--- src/include/adc_win_pkg.sv ---
// Purpose: Shared constants and types for the converter window compare block
// Assumes: Byte-wide special-function register bus, one clock domain
// Notes: Channel codes between the third port and the sensors are reserved
`default_nettype none
package adc_win_pkg;
    // Register addresses on the special-function bus
    localparam logic [7:0] ADDR_INPUT_SELECT = 8'hbb;
    localparam logic [7:0] ADDR_WORD_LOW = 8'hbd;
    localparam logic [7:0] ADDR_WORD_HIGH = 8'hbe;
    localparam logic [7:0] ADDR_UPPER_LOW = 8'hc3;
    localparam logic [7:0] ADDR_UPPER_HIGH = 8'hc4;
    localparam logic [7:0] ADDR_LOWER_LOW = 8'hc5;
    localparam logic [7:0] ADDR_LOWER_HIGH = 8'hc6;
    localparam logic [7:0] ADDR_CONTROL = 8'he8;
    // Reset values
    localparam logic [7:0] RST_INPUT_SELECT = 8'h1f;
    localparam logic [7:0] RST_UPPER_BYTE = 8'hff;
    localparam logic [7:0] RST_LOWER_BYTE = 8'h00;
    localparam logic [7:0] RST_CONTROL = 8'h00;
    // Field positions
    localparam int CHAN_MSB = 4;
    localparam int CTRL_FLAG_BIT = 3;
    localparam int CTRL_LEFT_BIT = 2;
    localparam int RAW_WIDTH = 10;
    localparam int WORD_WIDTH = 16;
    localparam int LEFT_SHIFT = 6;
    // Channel code landmarks
    localparam logic [4:0] CODE_LAST_LOW_PORTS = 5'h0f;
    localparam logic [4:0] CODE_LAST_PORT2 = 5'h16;
    localparam logic [4:0] CODE_TEMP = 5'h1b;
    localparam logic [4:0] CODE_VBAT = 5'h1c;
    localparam logic [4:0] CODE_VREG = 5'h1d;
    localparam logic [4:0] CODE_VDD = 5'h1e;
    localparam logic [4:0] CODE_GND = 5'h1f;
    // What the positive input is connected to
    typedef enum logic [2:0] {
        KIND_PORT_PIN = 3'h0,
        KIND_TEMP = 3'h1,
        KIND_VBAT = 3'h2,
        KIND_VREG = 3'h3,
        KIND_VDD = 3'h4,
        KIND_GND = 3'h5,
        KIND_NONE = 3'h6
    } channel_kind_t;
endpackage
`default_nettype wire

--- src/window_compare.sv ---
// Purpose: Window test of one conversion word against two limits
// Assumes: Word and limits share one justification
// Notes: Pure combinational; the caller registers the outcome
`default_nettype none
module window_compare #(
    parameter int WIDTH = 16
) (
    // Operands
    input wire logic [WIDTH-1:0] word_i,
    input wire logic [WIDTH-1:0] less_than_i,
    input wire logic [WIDTH-1:0] greater_than_i,
    // Outcome
    output logic hit_o,
    output logic inside_mode_o
);
    // Limit ordering alone picks the mode, no mode bit exists
    always_comb
    begin
        inside_mode_o = less_than_i > greater_than_i;
        if (inside_mode_o)
        begin
            hit_o = (word_i > greater_than_i) && (word_i < less_than_i);
        end
        else
        begin
            hit_o = (word_i < less_than_i) || (word_i > greater_than_i);
        end
    end
endmodule
`default_nettype wire

--- src/channel_decode.sv ---
// Purpose: Turn the positive channel code into a source kind and pin index
// Assumes: Third port exists only when HAS_PORT2 is set
// Notes: Reserved codes and a missing third port both give no source
`default_nettype none
module channel_decode
    import adc_win_pkg::*;
#(
    parameter bit HAS_PORT2 = 1'b1
) (
    // Code in
    input wire logic [4:0] code_i,
    // Decoded source
    output adc_win_pkg::channel_kind_t kind_o,
    output logic [4:0] pin_o
);
    // Ports zero and one ascend first, then the third port
    always_comb
    begin
        pin_o = code_i;
        kind_o = KIND_NONE;
        if (code_i <= CODE_LAST_LOW_PORTS)
        begin
            kind_o = KIND_PORT_PIN;
        end
        else if (code_i <= CODE_LAST_PORT2)
        begin
            kind_o = HAS_PORT2 ? KIND_PORT_PIN : KIND_NONE;
        end
        else
        begin
            case (code_i)
                CODE_TEMP: kind_o = KIND_TEMP;
                CODE_VBAT: kind_o = KIND_VBAT;
                CODE_VREG: kind_o = KIND_VREG;
                CODE_VDD: kind_o = KIND_VDD;
                CODE_GND: kind_o = KIND_GND;
                default: kind_o = KIND_NONE;
            endcase
        end
        if (kind_o != KIND_PORT_PIN)
        begin
            pin_o = 5'h00;
        end
    end
endmodule
`default_nettype wire

--- src/adc_window_ctrl.sv ---
// Purpose: Window detector limits, flag and positive input selector
// Assumes: Converter hands over a 10-bit raw result with a one-cycle strobe
// Notes: Register reads come back one cycle after the address is presented
//
// What this block does
// - Lower limit low byte, read/write, resets zero
// - Lower limit high byte, separate read/write
// - Inside mode flags strictly between limits
// - Outside mode flags strictly below or above
// - Limit ordering alone selects mode
// - Raw result is unsigned ten bits
// - Compare formatted word, either justification
// - Compare each new result, flag in control
// - Flag usable for interrupt and polling
// - Five-bit read/write channel field
// - Channel upper three bits read zero
// - Codes up to 01111 select ports 0-1
// - Third port codes, reserved select nothing
// - Sensor and supply codes reachable
// - Code 11111 is ground, reset value
`default_nettype none
module adc_window_ctrl
    import adc_win_pkg::*;
#(
    parameter bit HAS_PORT2 = 1'b1
) (
    // Clock and reset
    input wire logic REF_CLK_I,
    input wire logic RST_N_I,
    // Special-function register bus
    input wire logic [7:0] SFR_ADDR_I,
    input wire logic SFR_WR_I,
    input wire logic [7:0] SFR_WDATA_I,
    output logic [7:0] SFR_RDATA_O,
    // Converter result path
    input wire logic [adc_win_pkg::RAW_WIDTH-1:0] RAW_RESULT_I,
    input wire logic RESULT_VALID_I,
    // Window flag and analogue selector
    output logic WINDOW_FLAG_O,
    output logic [4:0] CHANNEL_CODE_O,
    output adc_win_pkg::channel_kind_t CHANNEL_KIND_O,
    output logic [4:0] CHANNEL_PIN_O
);
    import adc_win_pkg::*;

    // Address match, used by write decode and read mux
    function automatic logic hits(input logic [7:0] addr, input logic [7:0] target);
        hits = addr == target;
    endfunction

    logic [7:0] lower_low;
    logic [7:0] lower_high;
    logic [7:0] upper_low;
    logic [7:0] upper_high;
    logic [4:0] chan;
    logic left_justify;
    logic flag;
    logic [WORD_WIDTH-1:0] word;
    logic [7:0] rdata;
    channel_kind_t kind;
    logic [4:0] pin;
    logic [7:0] next_lower_low;
    logic [7:0] next_lower_high;
    logic [7:0] next_upper_low;
    logic [7:0] next_upper_high;
    logic [4:0] next_chan;
    logic next_left_justify;
    logic next_flag;
    logic [WORD_WIDTH-1:0] next_word;
    logic [7:0] next_rdata;
    logic [WORD_WIDTH-1:0] formatted;
    logic [WORD_WIDTH-1:0] less_than_compare_value;
    logic [WORD_WIDTH-1:0] greater_than_compare_value;
    logic hit;
    logic inside_mode;
    channel_kind_t dec_kind;
    logic [4:0] dec_pin;
    logic [7:0] ctrl_read;

    assign less_than_compare_value = {lower_high, lower_low};
    assign greater_than_compare_value = {upper_high, upper_low};

    // Unsigned raw value placed right or left; limits use the same format
    always_comb
    begin
        formatted = {{LEFT_SHIFT{1'b0}}, RAW_RESULT_I};
        if (left_justify)
        begin
            formatted = {RAW_RESULT_I, {LEFT_SHIFT{1'b0}}};
        end
    end

    window_compare #(
        .WIDTH(WORD_WIDTH)
    ) u_compare (
        .word_i(formatted),
        .less_than_i(less_than_compare_value),
        .greater_than_i(greater_than_compare_value),
        .hit_o(hit),
        .inside_mode_o(inside_mode)
    );

    channel_decode #(
        .HAS_PORT2(HAS_PORT2)
    ) u_decode (
        .code_i(chan),
        .kind_o(dec_kind),
        .pin_o(dec_pin)
    );

    // Limit and selector writes; limits take effect byte by byte
    always_comb
    begin
        next_lower_low = lower_low;
        next_lower_high = lower_high;
        next_upper_low = upper_low;
        next_upper_high = upper_high;
        next_chan = chan;
        next_left_justify = left_justify;
        if (SFR_WR_I)
        begin
            if (hits(SFR_ADDR_I, ADDR_LOWER_LOW))
            begin
                next_lower_low = SFR_WDATA_I;
            end
            if (hits(SFR_ADDR_I, ADDR_LOWER_HIGH))
            begin
                next_lower_high = SFR_WDATA_I;
            end
            if (hits(SFR_ADDR_I, ADDR_UPPER_LOW))
            begin
                next_upper_low = SFR_WDATA_I;
            end
            if (hits(SFR_ADDR_I, ADDR_UPPER_HIGH))
            begin
                next_upper_high = SFR_WDATA_I;
            end
            if (hits(SFR_ADDR_I, ADDR_INPUT_SELECT))
            begin
                next_chan = SFR_WDATA_I[CHAN_MSB:0];
            end
            if (hits(SFR_ADDR_I, ADDR_CONTROL))
            begin
                next_left_justify = SFR_WDATA_I[CTRL_LEFT_BIT];
            end
        end
    end

    // Sticky window flag: writing 0 clears it, a new hit wins over the clear
    always_comb
    begin
        next_flag = flag;
        next_word = word;
        if (SFR_WR_I && hits(SFR_ADDR_I, ADDR_CONTROL) && !SFR_WDATA_I[CTRL_FLAG_BIT])
        begin
            next_flag = 1'b0;
        end
        if (RESULT_VALID_I)
        begin
            next_word = formatted;
            if (hit)
            begin
                next_flag = 1'b1;
            end
        end
    end

    // Read mux, registered so the bus sees data one cycle later
    always_comb
    begin
        ctrl_read = 8'h00;
        ctrl_read[CTRL_FLAG_BIT] = flag;
        ctrl_read[CTRL_LEFT_BIT] = left_justify;
        next_rdata = 8'h00;
        if (hits(SFR_ADDR_I, ADDR_LOWER_LOW))
        begin
            next_rdata = lower_low;
        end
        else if (hits(SFR_ADDR_I, ADDR_LOWER_HIGH))
        begin
            next_rdata = lower_high;
        end
        else if (hits(SFR_ADDR_I, ADDR_UPPER_LOW))
        begin
            next_rdata = upper_low;
        end
        else if (hits(SFR_ADDR_I, ADDR_UPPER_HIGH))
        begin
            next_rdata = upper_high;
        end
        else if (hits(SFR_ADDR_I, ADDR_INPUT_SELECT))
        begin
            next_rdata = {3'h0, chan};
        end
        else if (hits(SFR_ADDR_I, ADDR_CONTROL))
        begin
            next_rdata = ctrl_read;
        end
        else if (hits(SFR_ADDR_I, ADDR_WORD_LOW))
        begin
            next_rdata = word[7:0];
        end
        else if (hits(SFR_ADDR_I, ADDR_WORD_HIGH))
        begin
            next_rdata = word[15:8];
        end
    end

    // State registers
    always_ff @(posedge REF_CLK_I or negedge RST_N_I)
    begin
        if (!RST_N_I)
        begin
            lower_low <= RST_LOWER_BYTE;
            lower_high <= RST_LOWER_BYTE;
            upper_low <= RST_UPPER_BYTE;
            upper_high <= RST_UPPER_BYTE;
            chan <= RST_INPUT_SELECT[CHAN_MSB:0];
            left_justify <= RST_CONTROL[CTRL_LEFT_BIT];
            flag <= RST_CONTROL[CTRL_FLAG_BIT];
            word <= 16'h0000;
            rdata <= 8'h00;
            kind <= KIND_GND;
            pin <= 5'h00;
        end
        else
        begin
            lower_low <= next_lower_low;
            lower_high <= next_lower_high;
            upper_low <= next_upper_low;
            upper_high <= next_upper_high;
            chan <= next_chan;
            left_justify <= next_left_justify;
            flag <= next_flag;
            word <= next_word;
            rdata <= next_rdata;
            kind <= dec_kind;
            pin <= dec_pin;
        end
    end

    // Outputs straight from flip-flops; kind and pin lag the code by one cycle
    assign SFR_RDATA_O = rdata;
    assign WINDOW_FLAG_O = flag;
    assign CHANNEL_CODE_O = chan;
    assign CHANNEL_KIND_O = kind;
    assign CHANNEL_PIN_O = pin;

    // Checks on the flag, limits and selector
    chk_flag_sets_inside: assert property (@(posedge REF_CLK_I) disable iff (!RST_N_I)
        RESULT_VALID_I && inside_mode && formatted > greater_than_compare_value
        && formatted < less_than_compare_value |=> WINDOW_FLAG_O)
        else $error("inside hit did not raise flag");
    chk_flag_sets_outside: assert property (@(posedge REF_CLK_I) disable iff (!RST_N_I)
        RESULT_VALID_I && !inside_mode && (formatted < less_than_compare_value
        || formatted > greater_than_compare_value) |=> WINDOW_FLAG_O)
        else $error("outside hit did not raise flag");
    chk_mode_by_order: assert property (@(posedge REF_CLK_I) disable iff (!RST_N_I)
        inside_mode == (less_than_compare_value > greater_than_compare_value))
        else $error("mode not set by limit order");
    chk_flag_rises_cause: assert property (@(posedge REF_CLK_I) disable iff (!RST_N_I)
        $rose(WINDOW_FLAG_O) |-> $past(RESULT_VALID_I) && $past(hit))
        else $error("flag rose without a hit");
    chk_flag_holds: assert property (@(posedge REF_CLK_I) disable iff (!RST_N_I)
        WINDOW_FLAG_O && !(SFR_WR_I && SFR_ADDR_I == ADDR_CONTROL) |=> WINDOW_FLAG_O)
        else $error("flag dropped without clear");
    chk_lower_low_write: assert property (@(posedge REF_CLK_I) disable iff (!RST_N_I)
        SFR_WR_I && SFR_ADDR_I == ADDR_LOWER_LOW ##1 SFR_ADDR_I == ADDR_LOWER_LOW
        |=> SFR_RDATA_O == $past(SFR_WDATA_I, 2))
        else $error("lower low byte readback wrong");
    chk_select_upper_zero: assert property (@(posedge REF_CLK_I) disable iff (!RST_N_I)
        $past(SFR_ADDR_I) == ADDR_INPUT_SELECT |-> SFR_RDATA_O[7:5] == 3'h0)
        else $error("selector upper bits not zero");
    chk_select_write: assert property (@(posedge REF_CLK_I) disable iff (!RST_N_I)
        SFR_WR_I && SFR_ADDR_I == ADDR_INPUT_SELECT |=> CHANNEL_CODE_O == $past(SFR_WDATA_I[4:0]))
        else $error("selector write lost");
    chk_ground_kind: assert property (@(posedge REF_CLK_I) disable iff (!RST_N_I)
        CHANNEL_CODE_O == CODE_GND && $stable(CHANNEL_CODE_O) |=> CHANNEL_KIND_O == KIND_GND)
        else $error("ground code not decoded");
    // Mode, clear, decode and justification checks
    chk_mode_no_bit: assert property (@(posedge REF_CLK_I) disable iff (!RST_N_I)
        $stable(less_than_compare_value) && $stable(greater_than_compare_value)
        |-> $stable(inside_mode))
        else $error("mode changed with limits unchanged");
    chk_flag_clears: assert property (@(posedge REF_CLK_I) disable iff (!RST_N_I)
        SFR_WR_I && SFR_ADDR_I == ADDR_CONTROL && !SFR_WDATA_I[CTRL_FLAG_BIT]
        && !RESULT_VALID_I |=> !WINDOW_FLAG_O)
        else $error("flag clear write ignored");
    chk_low_ports_pin: assert property (@(posedge REF_CLK_I) disable iff (!RST_N_I)
        CHANNEL_CODE_O <= CODE_LAST_LOW_PORTS && $stable(CHANNEL_CODE_O)
        |=> CHANNEL_KIND_O == KIND_PORT_PIN && CHANNEL_PIN_O == $past(CHANNEL_CODE_O))
        else $error("low port code not routed to its pin");
    chk_left_word: assert property (@(posedge REF_CLK_I) disable iff (!RST_N_I)
        RESULT_VALID_I && left_justify |=> word == {$past(RAW_RESULT_I), {LEFT_SHIFT{1'b0}}})
        else $error("left justified word misplaced");
    cov_inside_hit: cover property (@(posedge REF_CLK_I) disable iff (!RST_N_I)
        RESULT_VALID_I && inside_mode && hit);
    cov_outside_hit: cover property (@(posedge REF_CLK_I) disable iff (!RST_N_I)
        RESULT_VALID_I && !inside_mode && hit);
    cov_set_over_clear: cover property (@(posedge REF_CLK_I) disable iff (!RST_N_I)
        RESULT_VALID_I && hit && SFR_WR_I && SFR_ADDR_I == ADDR_CONTROL);
    cov_left_inside_hit: cover property (@(posedge REF_CLK_I) disable iff (!RST_N_I)
        RESULT_VALID_I && left_justify && inside_mode && hit);
endmodule
`default_nettype wire

--- config.mk ---
export PLATFORM = sky130hd
export DESIGN_NAME = adc_window_ctrl
export DESIGN_NICKNAME = d
export VERILOG_FILES = /design/src/include/adc_win_pkg.sv /design/src/window_compare.sv /design/src/channel_decode.sv /design/src/adc_window_ctrl.sv
export SDC_FILE = /design/constraint.sdc
export NUM_CORES = 1
export LEC_CHECK = 0
export ABC_AREA = 1
export CAP_MARGIN = 20
export CORE_MARGIN = 2
export CORE_UTILIZATION = 64
export DETAILED_ROUTE_END_ITERATION = 8
export DONT_BUFFER_PORTS = 1
export PLACE_DENSITY = 0.8
export SKIP_CTS_REPAIR_TIMING = 1
export SLEW_MARGIN = 20
export SYNTH_ARGS = -nofsm -noshare
export SYNTH_HDL_FRONTEND = slang
export SYNTH_SLANG_ARGS = --single-unit
--- constraint.sdc ---
create_clock -name REF_CLK_I -period 2.25 [get_ports REF_CLK_I]
set_input_delay 0.675 -clock REF_CLK_I [delete_from_list [all_inputs] [get_ports REF_CLK_I]]
set_output_delay 0.675 -clock REF_CLK_I [all_outputs]
set_load 0.01 [all_outputs]
Word-level counts from Yosys, hierarchy flattened
Cells that the tools add are included.
{"block": "totals", "word_cells": 58, "reg_bits": 71, "ramBits": 0, "output_inout_bits": 22, "rom_bits": 0, "in_bits": 30, "memories": 0, "latchBits": 0}
{"block": "op_classes", "eq_ne": 13, "magnitude_cmp": 5, "add_sub_neg": 0, "n_bitwise": 0, "muxes": 17, "shift": 0, "n_mul": 0, "n_div": 0, "reduce_logical": 12}
{"cell": "equality test 8 bit, second input constant", "n": 8}
{"cell": "2-to-1 mux 8 bit", "n": 8}
{"cell": "> comparator 16 bit", "n": 2}
{"cell": "equality test 5 bit, second input constant", "n": 5}
{"cell": "< comparator 16 bit", "n": 1}
{"cell": "2-to-1 mux 16 bit", "n": 1}
{"cell": "one-hot mux 3 bit (5 select lines)", "n": 1}
{"cell": "AND reduction 2 bit", "n": 6}
{"cell": "2-to-1 mux 3 bit", "n": 2}
{"cell": "<= comparator 5 x 4 -> 1 bit, second input constant", "n": 1}
{"cell": "<= comparator 5 bit, second input constant", "n": 1}
{"cell": "2-to-1 mux 5 bit", "n": 1}
{"cell": "2-to-1 mux 1 bit", "n": 4}
{"cell": "logical AND 1 bit", "n": 3}
{"cell": "nonzero test 3 bit", "n": 1}
{"cell": "logical NOT 1 bit", "n": 1}
{"cell": "logical OR 1 bit", "n": 1}

Depth between registers and ports, before layout
Gate-level depths: netlist of run 1.
{"block": "logic_depth", "depth_word": 9, "ltp_mapped": 15, "ltp_nobuf": 15}

Modules after synthesis
From an unflattened synthesis of run 1, not the netlist that was laid out.
{"block": "hier_totals", "cells_unflattened": 592, "area_unflattened_um2": 4595.7}
{"mod": "adc_window_ctrl", "area_each_um2": 3215.6, "seq_area_each_um2": 1805.5, "n_inst": 1, "cells_each": 368}
{"mod": "window_compare", "area_each_um2": 1262.5, "seq_area_each_um2": 0.0, "n_inst": 1, "cells_each": 200}
{"mod": "channel_decode", "area_each_um2": 117.6, "seq_area_each_um2": 0.0, "n_inst": 1, "cells_each": 24}

Worst setup path after synthesis of run 1
OpenSTA, ideal clock, no wires.
{"block": "synth_path", "path_kind": "in2reg", "start": "input port RAW_RESULT_I[3] (netlist bit)", "end": "register flag, in the netlist WINDOW_FLAG_O", "path_buffers": 0, "cell_stages": 11, "setup_ps": 121, "arrival_time_ps": 1825, "path_slack_ps": 304, "required_time_ps": 2129, "cell_sequence": "inv_1 -> o21ai_0 -> ha_1 -> a21oi_1 -> o21ai_0 -> a21oi_1 -> nand2_1 -> nand2_1 -> nand2_1 -> nand3_1 -> nand2_1"}
{"block": "synth_between", "elab_chain_cells": 6, "word_cells_on_any_way": 8, "classes_between": "order compare: 2; mux: 4; reduce/logical: 2"}
{"item": "start: declaration", "line": "adc_window_ctrl.sv:36", "source": "input wire logic [adc_win_pkg::RAW_WIDTH-1:0] RAW_RESULT_I,"}
{"item": "2-to-1 mux 16 bit *", "line": "adc_window_ctrl.sv:87", "source": "if (left_justify)"}
{"item": "via formatted[9]", "line": "adc_window_ctrl.sv:71", "source": "logic [WORD_WIDTH-1:0] formatted;"}
{"item": "< comparator 16 bit or > comparator 16 bit (tied branches)", "line": "window_compare.sv:22, window_compare.sv:26"}
{"item": "logical OR 1 bit or logical AND 1 bit (tied branches)", "line": "window_compare.sv:26, window_compare.sv:22"}
{"item": "2-to-1 mux 1 bit *", "line": "window_compare.sv:20", "source": "if (inside_mode_o)"}
{"item": "2-to-1 mux 1 bit *", "line": "adc_window_ctrl.sv:161", "source": "if (hit)"}
{"item": "2-to-1 mux 1 bit *", "line": "adc_window_ctrl.sv:158", "source": "if (RESULT_VALID_I)"}
{"item": "via next_flag", "line": "adc_window_ctrl.sv:68", "source": "logic next_flag;"}
{"item": "end signal: assignment", "line": "adc_window_ctrl.sv:220", "source": "flag <= RST_CONTROL[CTRL_FLAG_BIT];"}
{"item": "end signal: assignment", "line": "adc_window_ctrl.sv:234", "source": "flag <= next_flag;"}
{"item": "end: declaration", "line": "adc_window_ctrl.sv:57", "source": "logic flag;"}
The timed path passes the listed nets; every way through them passes the cells marked *.
A chain may end at the register's enable or synchronous reset.

Final worst setup path of run 1
{"block": "layout_path", "start": "register left_justify", "end": "register flag, in the netlist WINDOW_FLAG_O"}
{"block": "layout_between", "elab_chain_cells": 6, "word_cells_on_any_way": 8, "classes_between": "order compare: 2; mux: 4; reduce/logical: 2"}
{"item": "start: declaration", "line": "adc_window_ctrl.sv:56", "source": "logic left_justify;"}
{"item": "start signal: assignment", "line": "adc_window_ctrl.sv:219", "source": "left_justify <= RST_CONTROL[CTRL_LEFT_BIT];"}
{"item": "start signal: assignment", "line": "adc_window_ctrl.sv:233", "source": "left_justify <= next_left_justify;"}
{"item": "2-to-1 mux 16 bit *", "line": "adc_window_ctrl.sv:87"}
{"item": "via formatted[7]", "line": "adc_window_ctrl.sv:71"}
{"item": "< comparator 16 bit or > comparator 16 bit (tied branches)", "line": "window_compare.sv:22, window_compare.sv:26"}
{"item": "logical OR 1 bit or logical AND 1 bit (tied branches)", "line": "window_compare.sv:26, window_compare.sv:22"}
{"item": "2-to-1 mux 1 bit *", "line": "window_compare.sv:20"}
{"item": "2-to-1 mux 1 bit *", "line": "adc_window_ctrl.sv:161"}
{"item": "2-to-1 mux 1 bit *", "line": "adc_window_ctrl.sv:158"}
{"item": "via next_flag", "line": "adc_window_ctrl.sv:68"}
Marks and branches as above.

==> impl_metrics.tcl, run 1 <==
set metrics [dict create \
    hold_violations 0 \
    max_stage_delay_ns 0.44 \
    swShare_pct 28.6 \
    syn_inst 557 \
    intPower_w 0.00209 \
    synthToLayoutAreaGrowth_pct 7.71 \
    port_buffers 0 \
    first_pass_iters 5 \
    viasPerCell 6.00 \
    rows 30 \
    end_kind "register" \
    ys.flop_type "dfrtp_1" \
    gp_congestion 0.952 \
    setup_violations 0 \
    dr_total_vias 3898 \
    status "finished, final reports clean" \
    numCtsBuffers 9 \
    powerDensity_mw_per_mm2 614 \
    setup_slack_ns 0.142 \
    n_antenna_cell 0 \
    pin_count 52 \
    cts_tree "done" \
    h-tree-depth 3 \
    dp_hpwl_um 8590 \
    drtIter0Drc 300 \
    r2r-start "left_justify" \
    arrival_ns 2.35 \
    die_width_um 87.2 \
    synth_edf_count 0 \
    leakage_nw 2.30 \
    drive_gt1_share_pct 13.7 \
    wl_um 11400 \
    drv_cap 0 \
    die_area_mm2 0.00760 \
    finalCritPeriodShare_pct 93.7 \
    reg2reg_to "WINDOW_FLAG_O" \
    ff2ff_path_depth 13 \
    dieHeight_um 87.2 \
    synth-seq-area-share_pct 40.8 \
    r2r_slack_ns 0.14 \
    power_switching_w 0.000838 \
    ir_drop_uv 416 \
    combPwrFrac_pct 15.8 \
    place_ws_ns 0.121 \
    crit_type "register to register" \
    synth_area_per_cell_um2 7.95 \
    grt_antenna_before_repair 0 \
    ys_ff_latch 71 \
    cts.sinks 71 \
    drc 0 \
    overflow 0 \
    async_reset_ff_share_pct 100 \
    cp-start-kind "register" \
    seq_power_share_pct 47.9 \
    clk_latency_ns 0.35 \
    cp_max_fo 12 \
    grt_pass1_vias 3737 \
    drv_slew 0 \
    netlist_area_mm2 0.00443 \
    wl_per_cell_um 17.6 \
    grt_pass1_wl_um 18000 \
    max_freq_mhz 474 \
    rsz0062_at_grt "no" \
    worstPathRequired_ns 2.49 \
    tns_ns 0 \
    clock-root-buffer "clkbuf_8" \
    clk_pin_slew_worst_paths_ns 0.08 \
    drtAntennaViolNets 0 \
    hold_path_class "input port to async pin" \
    tightestPinTransition_ns 0.448 \
    coreArea_mm2 0.00676 \
    grt_use_total_pct 31.2 \
    synth.distinct_cells 38 \
    crit_path_frequent_cell "nand2_1" \
    syn-num-nets 631 \
    slew_headroom_pct 70.1 \
    period_minus_slack_ns 2.11 \
    initial_core_util_pct 65.5 \
    fin_nets 639 \
    pwr-share-clk_pct 36.3 \
    grt_max_degree 72 \
    clockBufferDepth 2 \
    skew_ns 0.00369 \
    slowest_stage "dfrtp_1" \
    yosysWarnings 0 \
    path_cells "buf_4, nand2_1, nand2_1, ha_1, inv_1, nor3_1, a211oi_2, nand2_1, nand2_1, nand2_1, nand2_1, nand3_1, nand2_1" \
]
==> stage by stage <==
stage	hold WS (ns)	util (%)	area, µm²	std cells	power (W)
detailed placement	0.381	66.5	4490	632	0.00184
finish	0.0110	70.6	4770	650	0.00293
global route	0.00228	70.6	4770	650	0.00308
global placement	0.381	66.5	4490	632	0.00182
CTS	0.000297	69.6	4700	648	0.00289
floorplan	0.379	-	4430	557	0.00174
==> power by group through the flow <==
stage / Clock (W) / Sequential [W] / Combinational (W)
2_1_floorplan: 0 / 0.00140 / 0.000334
3_3_place_gp: 0 / 0.00142 / 0.000401
3_5_place_dp: 0 / 0.00142 / 0.000420
4_1_cts: 0.00107 / 0.00140 / 0.000424
5_1_grt: 0.00114 / 0.00141 / 0.000535
6_report: 0.00106 / 0.00140 / 0.000462
==> state kept, by name, summed over array words and instances, names as in the netlist, 3 cells and up <==
name	cells
CHANNEL_CODE_O	5
CHANNEL_KIND_O	3
CHANNEL_PIN_O	5
SFR_RDATA_O	8
lower_high	8
lower_low	8
upper_high	8
upper_low	8
word	16
==> synthesized netlist by cell type (3+ instances only) <==
library cell,count,area share [%]
o21ai_2,8,1.6
buf_2,3,0.34
nor3_1,7,0.79
nand4_1,4,0.57
o21ai_1,20,2.3
buf_6,3,0.76
o22ai_1,3,0.42
o211ai_1,5,0.85
dfstp_2,23,14
nand2_2,9,1.3
ha_1,44,12
a21oi_1,23,2.6
o21ai_0,47,5.3
dfrtp_1,48,27
nand3_1,15,1.7
inv_1,91,7.7
nor2_1,28,2.4
nor2_4,3,0.76
nand2_1,143,12
o2111ai_1,4,0.79
inv_2,4,0.34
==> how the worst max path moves through the flow <==
stage | startpoint | cells after the start | to
2_1_floorplan | RAW_RESULT_I[3] | 11 | WINDOW_FLAG_O
3_3_place_gp | RAW_RESULT_I[3] | 11 | WINDOW_FLAG_O
3_5_place_dp | RAW_RESULT_I[3] | 11 | WINDOW_FLAG_O
4_1_cts | left_justify | 13 | WINDOW_FLAG_O
5_1_grt | left_justify | 13 | WINDOW_FLAG_O
6_report | left_justify | 13 | WINDOW_FLAG_O
==> worst max-delay path, delay by kind of cell, from the launching register on <==
kind | cells | cell delay (ns)
compound gates | 1 | 0.08
flops | 1 | 0.44
fa+ha+maj | 1 | 0.36
buf+inv | 2 | 0.28
simple gates | 9 | 0.84
==> cell families (layout without fill, tap and decap cells) <==
family / after synthesis / count (layout) / synth area share (%)
adders and majority gates: 44 / 44 / 12.4
and+or+nand+nor: 217 / 217 / 21.4
buffers and inverters: 104 / 117 / 9.41
AOI/OAI and AO/OA: 121 / 121 / 16.0
DFF: 71 / 71 / 40.8
==> layout make-up <==
| type | instances | area, µm² |
|---|---|---|
| clock buffer | 11 | 151 |
| sequential | 71 | 1810 |
| tap | 80 | 100 |
| multi-input combinational | 382 | 2240 |
| fill | 565 | 1990 |
| clock inverter | 5 | 56.3 |
| inverter | 96 | 363 |
| timing repair buffer | 5 | 52.6 |
==> metal layers <==
| metal | global-route usage, % | wire, µm | up-vias |
|---|---|---|---|
| met1 | 42.5 | 5020 | 1866 |
| met5 | 0 | 0 | - |
| li1 | - | - | 1836 |
| met4 | 16.4 | 458 | 0 |
| met3 | 6.73 | 834 | 41 |
| met2 | 46.7 | 5110 | 155 |
==> placed cells by master, fill, tap and decap left out, drive strengths merged <==
master	n
bufinv	1
clkinv	4
o22ai	3
o221ai	2
a211oi	2
nand3	16
inv	95
nand3b	1
o21a	1
nor4	1
nor3	8
dlygate4sd3	1
a31oi	1
nand2	153
a21oi	25
ha	44
dfstp	23
a21boi	1
or2	1
a221oi	2
clkbuf	11
o211ai	5
nor3b	2
nand4	4
o2111ai	4
nor2	31
dfrtp	48
o21ai	75
clkinvlp	1
buf	4
Note: power is estimated with default switching activity, not from simulation.
==> run 2: changes to the inputs <==
--- a/config.mk
+++ b/config.mk
@@ -16,4 +16,5 @@
 export SLEW_MARGIN = 20
 export SYNTH_ARGS = -nofsm -noshare
 export SYNTH_HDL_FRONTEND = slang
+export SYNTH_HIERARCHICAL = 1
 export SYNTH_SLANG_ARGS = --single-unit
==> run 2 against run 1 <==
Against the previous run:
- synthesized area grew 3.8%
- sequential share of layout area down 1.2 points
- clock skew increased by 0.0030 ns
- wire length fell by 3.6%
- non-clock buffer count up 4
- final cell count up 8.3%
- first-iteration DRC count shrank 17%
- largest cell class unchanged
- utilization rose by 1.2 points
- die area rose by 3.6%
==> impl_metrics.tcl, run 2 <==
set metrics [dict create \
    drtAntennaViolNets 0 \
    synth.distinct_cells 38 \
    tightestPinTransition_ns 0.508 \
    h-tree-depth 3 \
    synth-seq-area-share_pct 39.3 \
    overflow 0 \
    drc 0 \
    wl_per_cell_um 15.6 \
    largest_reg_flops 16 \
    fin_nets 680 \
    first_pass_iters 5 \
    syn-num-nets 669 \
    n_antenna_cell 0 \
    syn_inst 592 \
    power_switching_w 0.000944 \
    grt_max_degree 72 \
    pwr-share-clk_pct 31.8 \
    hold_path_class "input port to async pin" \
    numCtsBuffers 9 \
    clockBufferDepth 2 \
    clk_latency_ns 0.36 \
    drv_slew 0 \
    rsz0062_at_grt "no" \
    netlist_area_mm2 0.00460 \
    drtIter0Drc 249 \
    cp-start-kind "register" \
    synth_edf_count 0 \
    combPwrFrac_pct 19.8 \
    clk_pin_slew_worst_paths_ns 0.08 \
    swShare_pct 32.4 \
    rows 30 \
    crit_type "register to register" \
    most-common-layout-cells "nand2_1, inv_1, dfrtp_1, ha_1, nor2_1" \
    yosysWarnings 6 \
    setup_slack_ns 0.171 \
    dp_hpwl_um 8160 \
    ys_top_cells_by_count "nand2_1, inv_1, dfrtp_1" \
    dr_total_vias 3859 \
    finalCritPeriodShare_pct 92.4 \
    synth_area_per_cell_um2 7.76 \
    period_minus_slack_ns 2.08 \
    coreArea_mm2 0.00687 \
    ir_drop_uv 488 \
    grt_use_total_pct 29.0 \
    port_buffers 0 \
    intPower_w 0.00197 \
    synth_most_common_cell "nand2_1" \
    cts.sinks 71 \
    synth_area_leaders "dfrtp_1, nand2_1, dfstp_2" \
    die_width_um 88.7 \
    cp_max_fo 12 \
    registers.top_by_ff_count "word" \
    skew_ns 0.00673 \
    ys.flop_type "dfrtp_1" \
    die_area_mm2 0.00787 \
    grt_pass1_vias 3639 \
    initial_core_util_pct 66.9 \
    drive_gt1_share_pct 17.1 \
    cts_tree "done" \
    setup_violations 0 \
    status "finished, final reports clean" \
    pin_count 52 \
    place_ws_ns -0.0257 \
    seq_power_share_pct 48.4 \
    r2r-start "left_justify" \
    tns_ns 0 \
    clock-root-buffer "clkbuf_8" \
    async_reset_ff_share_pct 100 \
    synth_top_area_share_pct 26.1 \
    synthToLayoutAreaGrowth_pct 7.32 \
    powerDensity_mw_per_mm2 591 \
    leakage_nw 2.36 \
    arrival_ns 2.36 \
    wl_um 11000 \
    grt_antenna_before_repair 0 \
    slew_headroom_pct 66.0 \
    ys_ff_latch 71 \
    grt_pass1_wl_um 17200 \
    synth_area_leader_cell "dfrtp_1" \
    dieHeight_um 88.7 \
    mostFrequentLayoutCell "nand2_1" \
    worstPathRequired_ns 2.53 \
    viasPerCell 5.48 \
    gp_congestion 0.920 \
    drv_cap 0 \
    cp-startpoint "left_justify" \
    max_freq_mhz 481 \
    end_kind "register" \
    hold_violations 0 \
]
run 2: changes by cell type after synthesis, sizes merged, moves of 4 or more:
cell	delta
a21oi	+9
nand2	+26
nand4	+8
o21ai	-14
o2111ai	-4
o211ai	-4
nor2	+20
run 2: worst max-delay path: stages, from the launching register on:
cell and delay [ns]:
dfrtp_2 0.45, buf_4 0.19, nand2_1 0.13, inv_1 0.08, ha_1 0.31, a21oi_1 0.18, o21ai_0 0.10, nand2_1 0.06
nand3_1 0.08, a21oi_1 0.16, nand3_2 0.08, nand2_1 0.06, nand2_1 0.04, o21ai_0 0.06
run 2: logic make-up (layout without fill, tap and decap cells):
logic type / after synthesis / after routing / synth area share, %
simple gates: 264 / 264 / 24.8
buf+inv: 107 / 123 / 9.45
compound gates: 101 / 101 / 13.2
flops: 71 / 71 / 39.3
fa+ha+maj: 47 / 47 / 12.8
mux: 2 / 2 / 0.490
run 2: path summary, 6_finish.rpt:
kind | end | slack (ns) | cells after the start
hold / removal | word[15] | 0.16 | 1
setup reg to reg | WINDOW_FLAG_O | 0.17 | 13
setup / recovery | WINDOW_FLAG_O | 0.17 | 13
max in group asynchronous | lower_low[0] | 1.34 | 1
min in group REF_CLK_I | word[10] | 0.39 | 1
hold reg to reg | upper_low[3] | 0.49 | 2
run 2: power by group through the flow:
stage	clock, W	sequential [W]	combinational [W]
2_1_floorplan	0	0.00141	0.000436
3_3_place_gp	0	0.00143	0.000513
3_5_place_dp	0	0.00143	0.000537
4_1_cts	0.000945	0.00141	0.000542
5_1_grt	0.00100	0.00142	0.000660
6_report	0.000926	0.00141	0.000578
run 2: per-layer routing:
metal / track usage (%) / wire [µm] / part of all wire [%]
met4: 7.71 / 129 / 1.2
met2: 46.6 / 5120 / 46
met5: 0 / 0 / 0
met1: 39.9 / 5100 / 46
met3: 6.16 / 663 / 6.0
run 2: final cells by class:
cell class                 instances  area, µm²
timing repair buffer               9       92.6
clock buffer                       9        124
fill                             573       1940
timing repair inverter             1       7.51
clock inverter                     7       47.5
inverter                          97        368
sequential                        71       1810
multi-input combinational        414       2370
tap                               96        120
run 2: stage by stage:
stage	hold WS (ns)	cell area, µm²	power (W)	instances	utilization, %
final	0.158	4930	0.00292	704	71.8
after global routing	0.140	4930	0.00308	704	71.8
after CTS	-0.00616	4860	0.00290	700	70.8
after detailed placement	0.381	4690	0.00197	684	68.3
after global placement	0.381	4690	0.00194	684	68.3
after floorplan	0.379	4600	0.00185	592	-
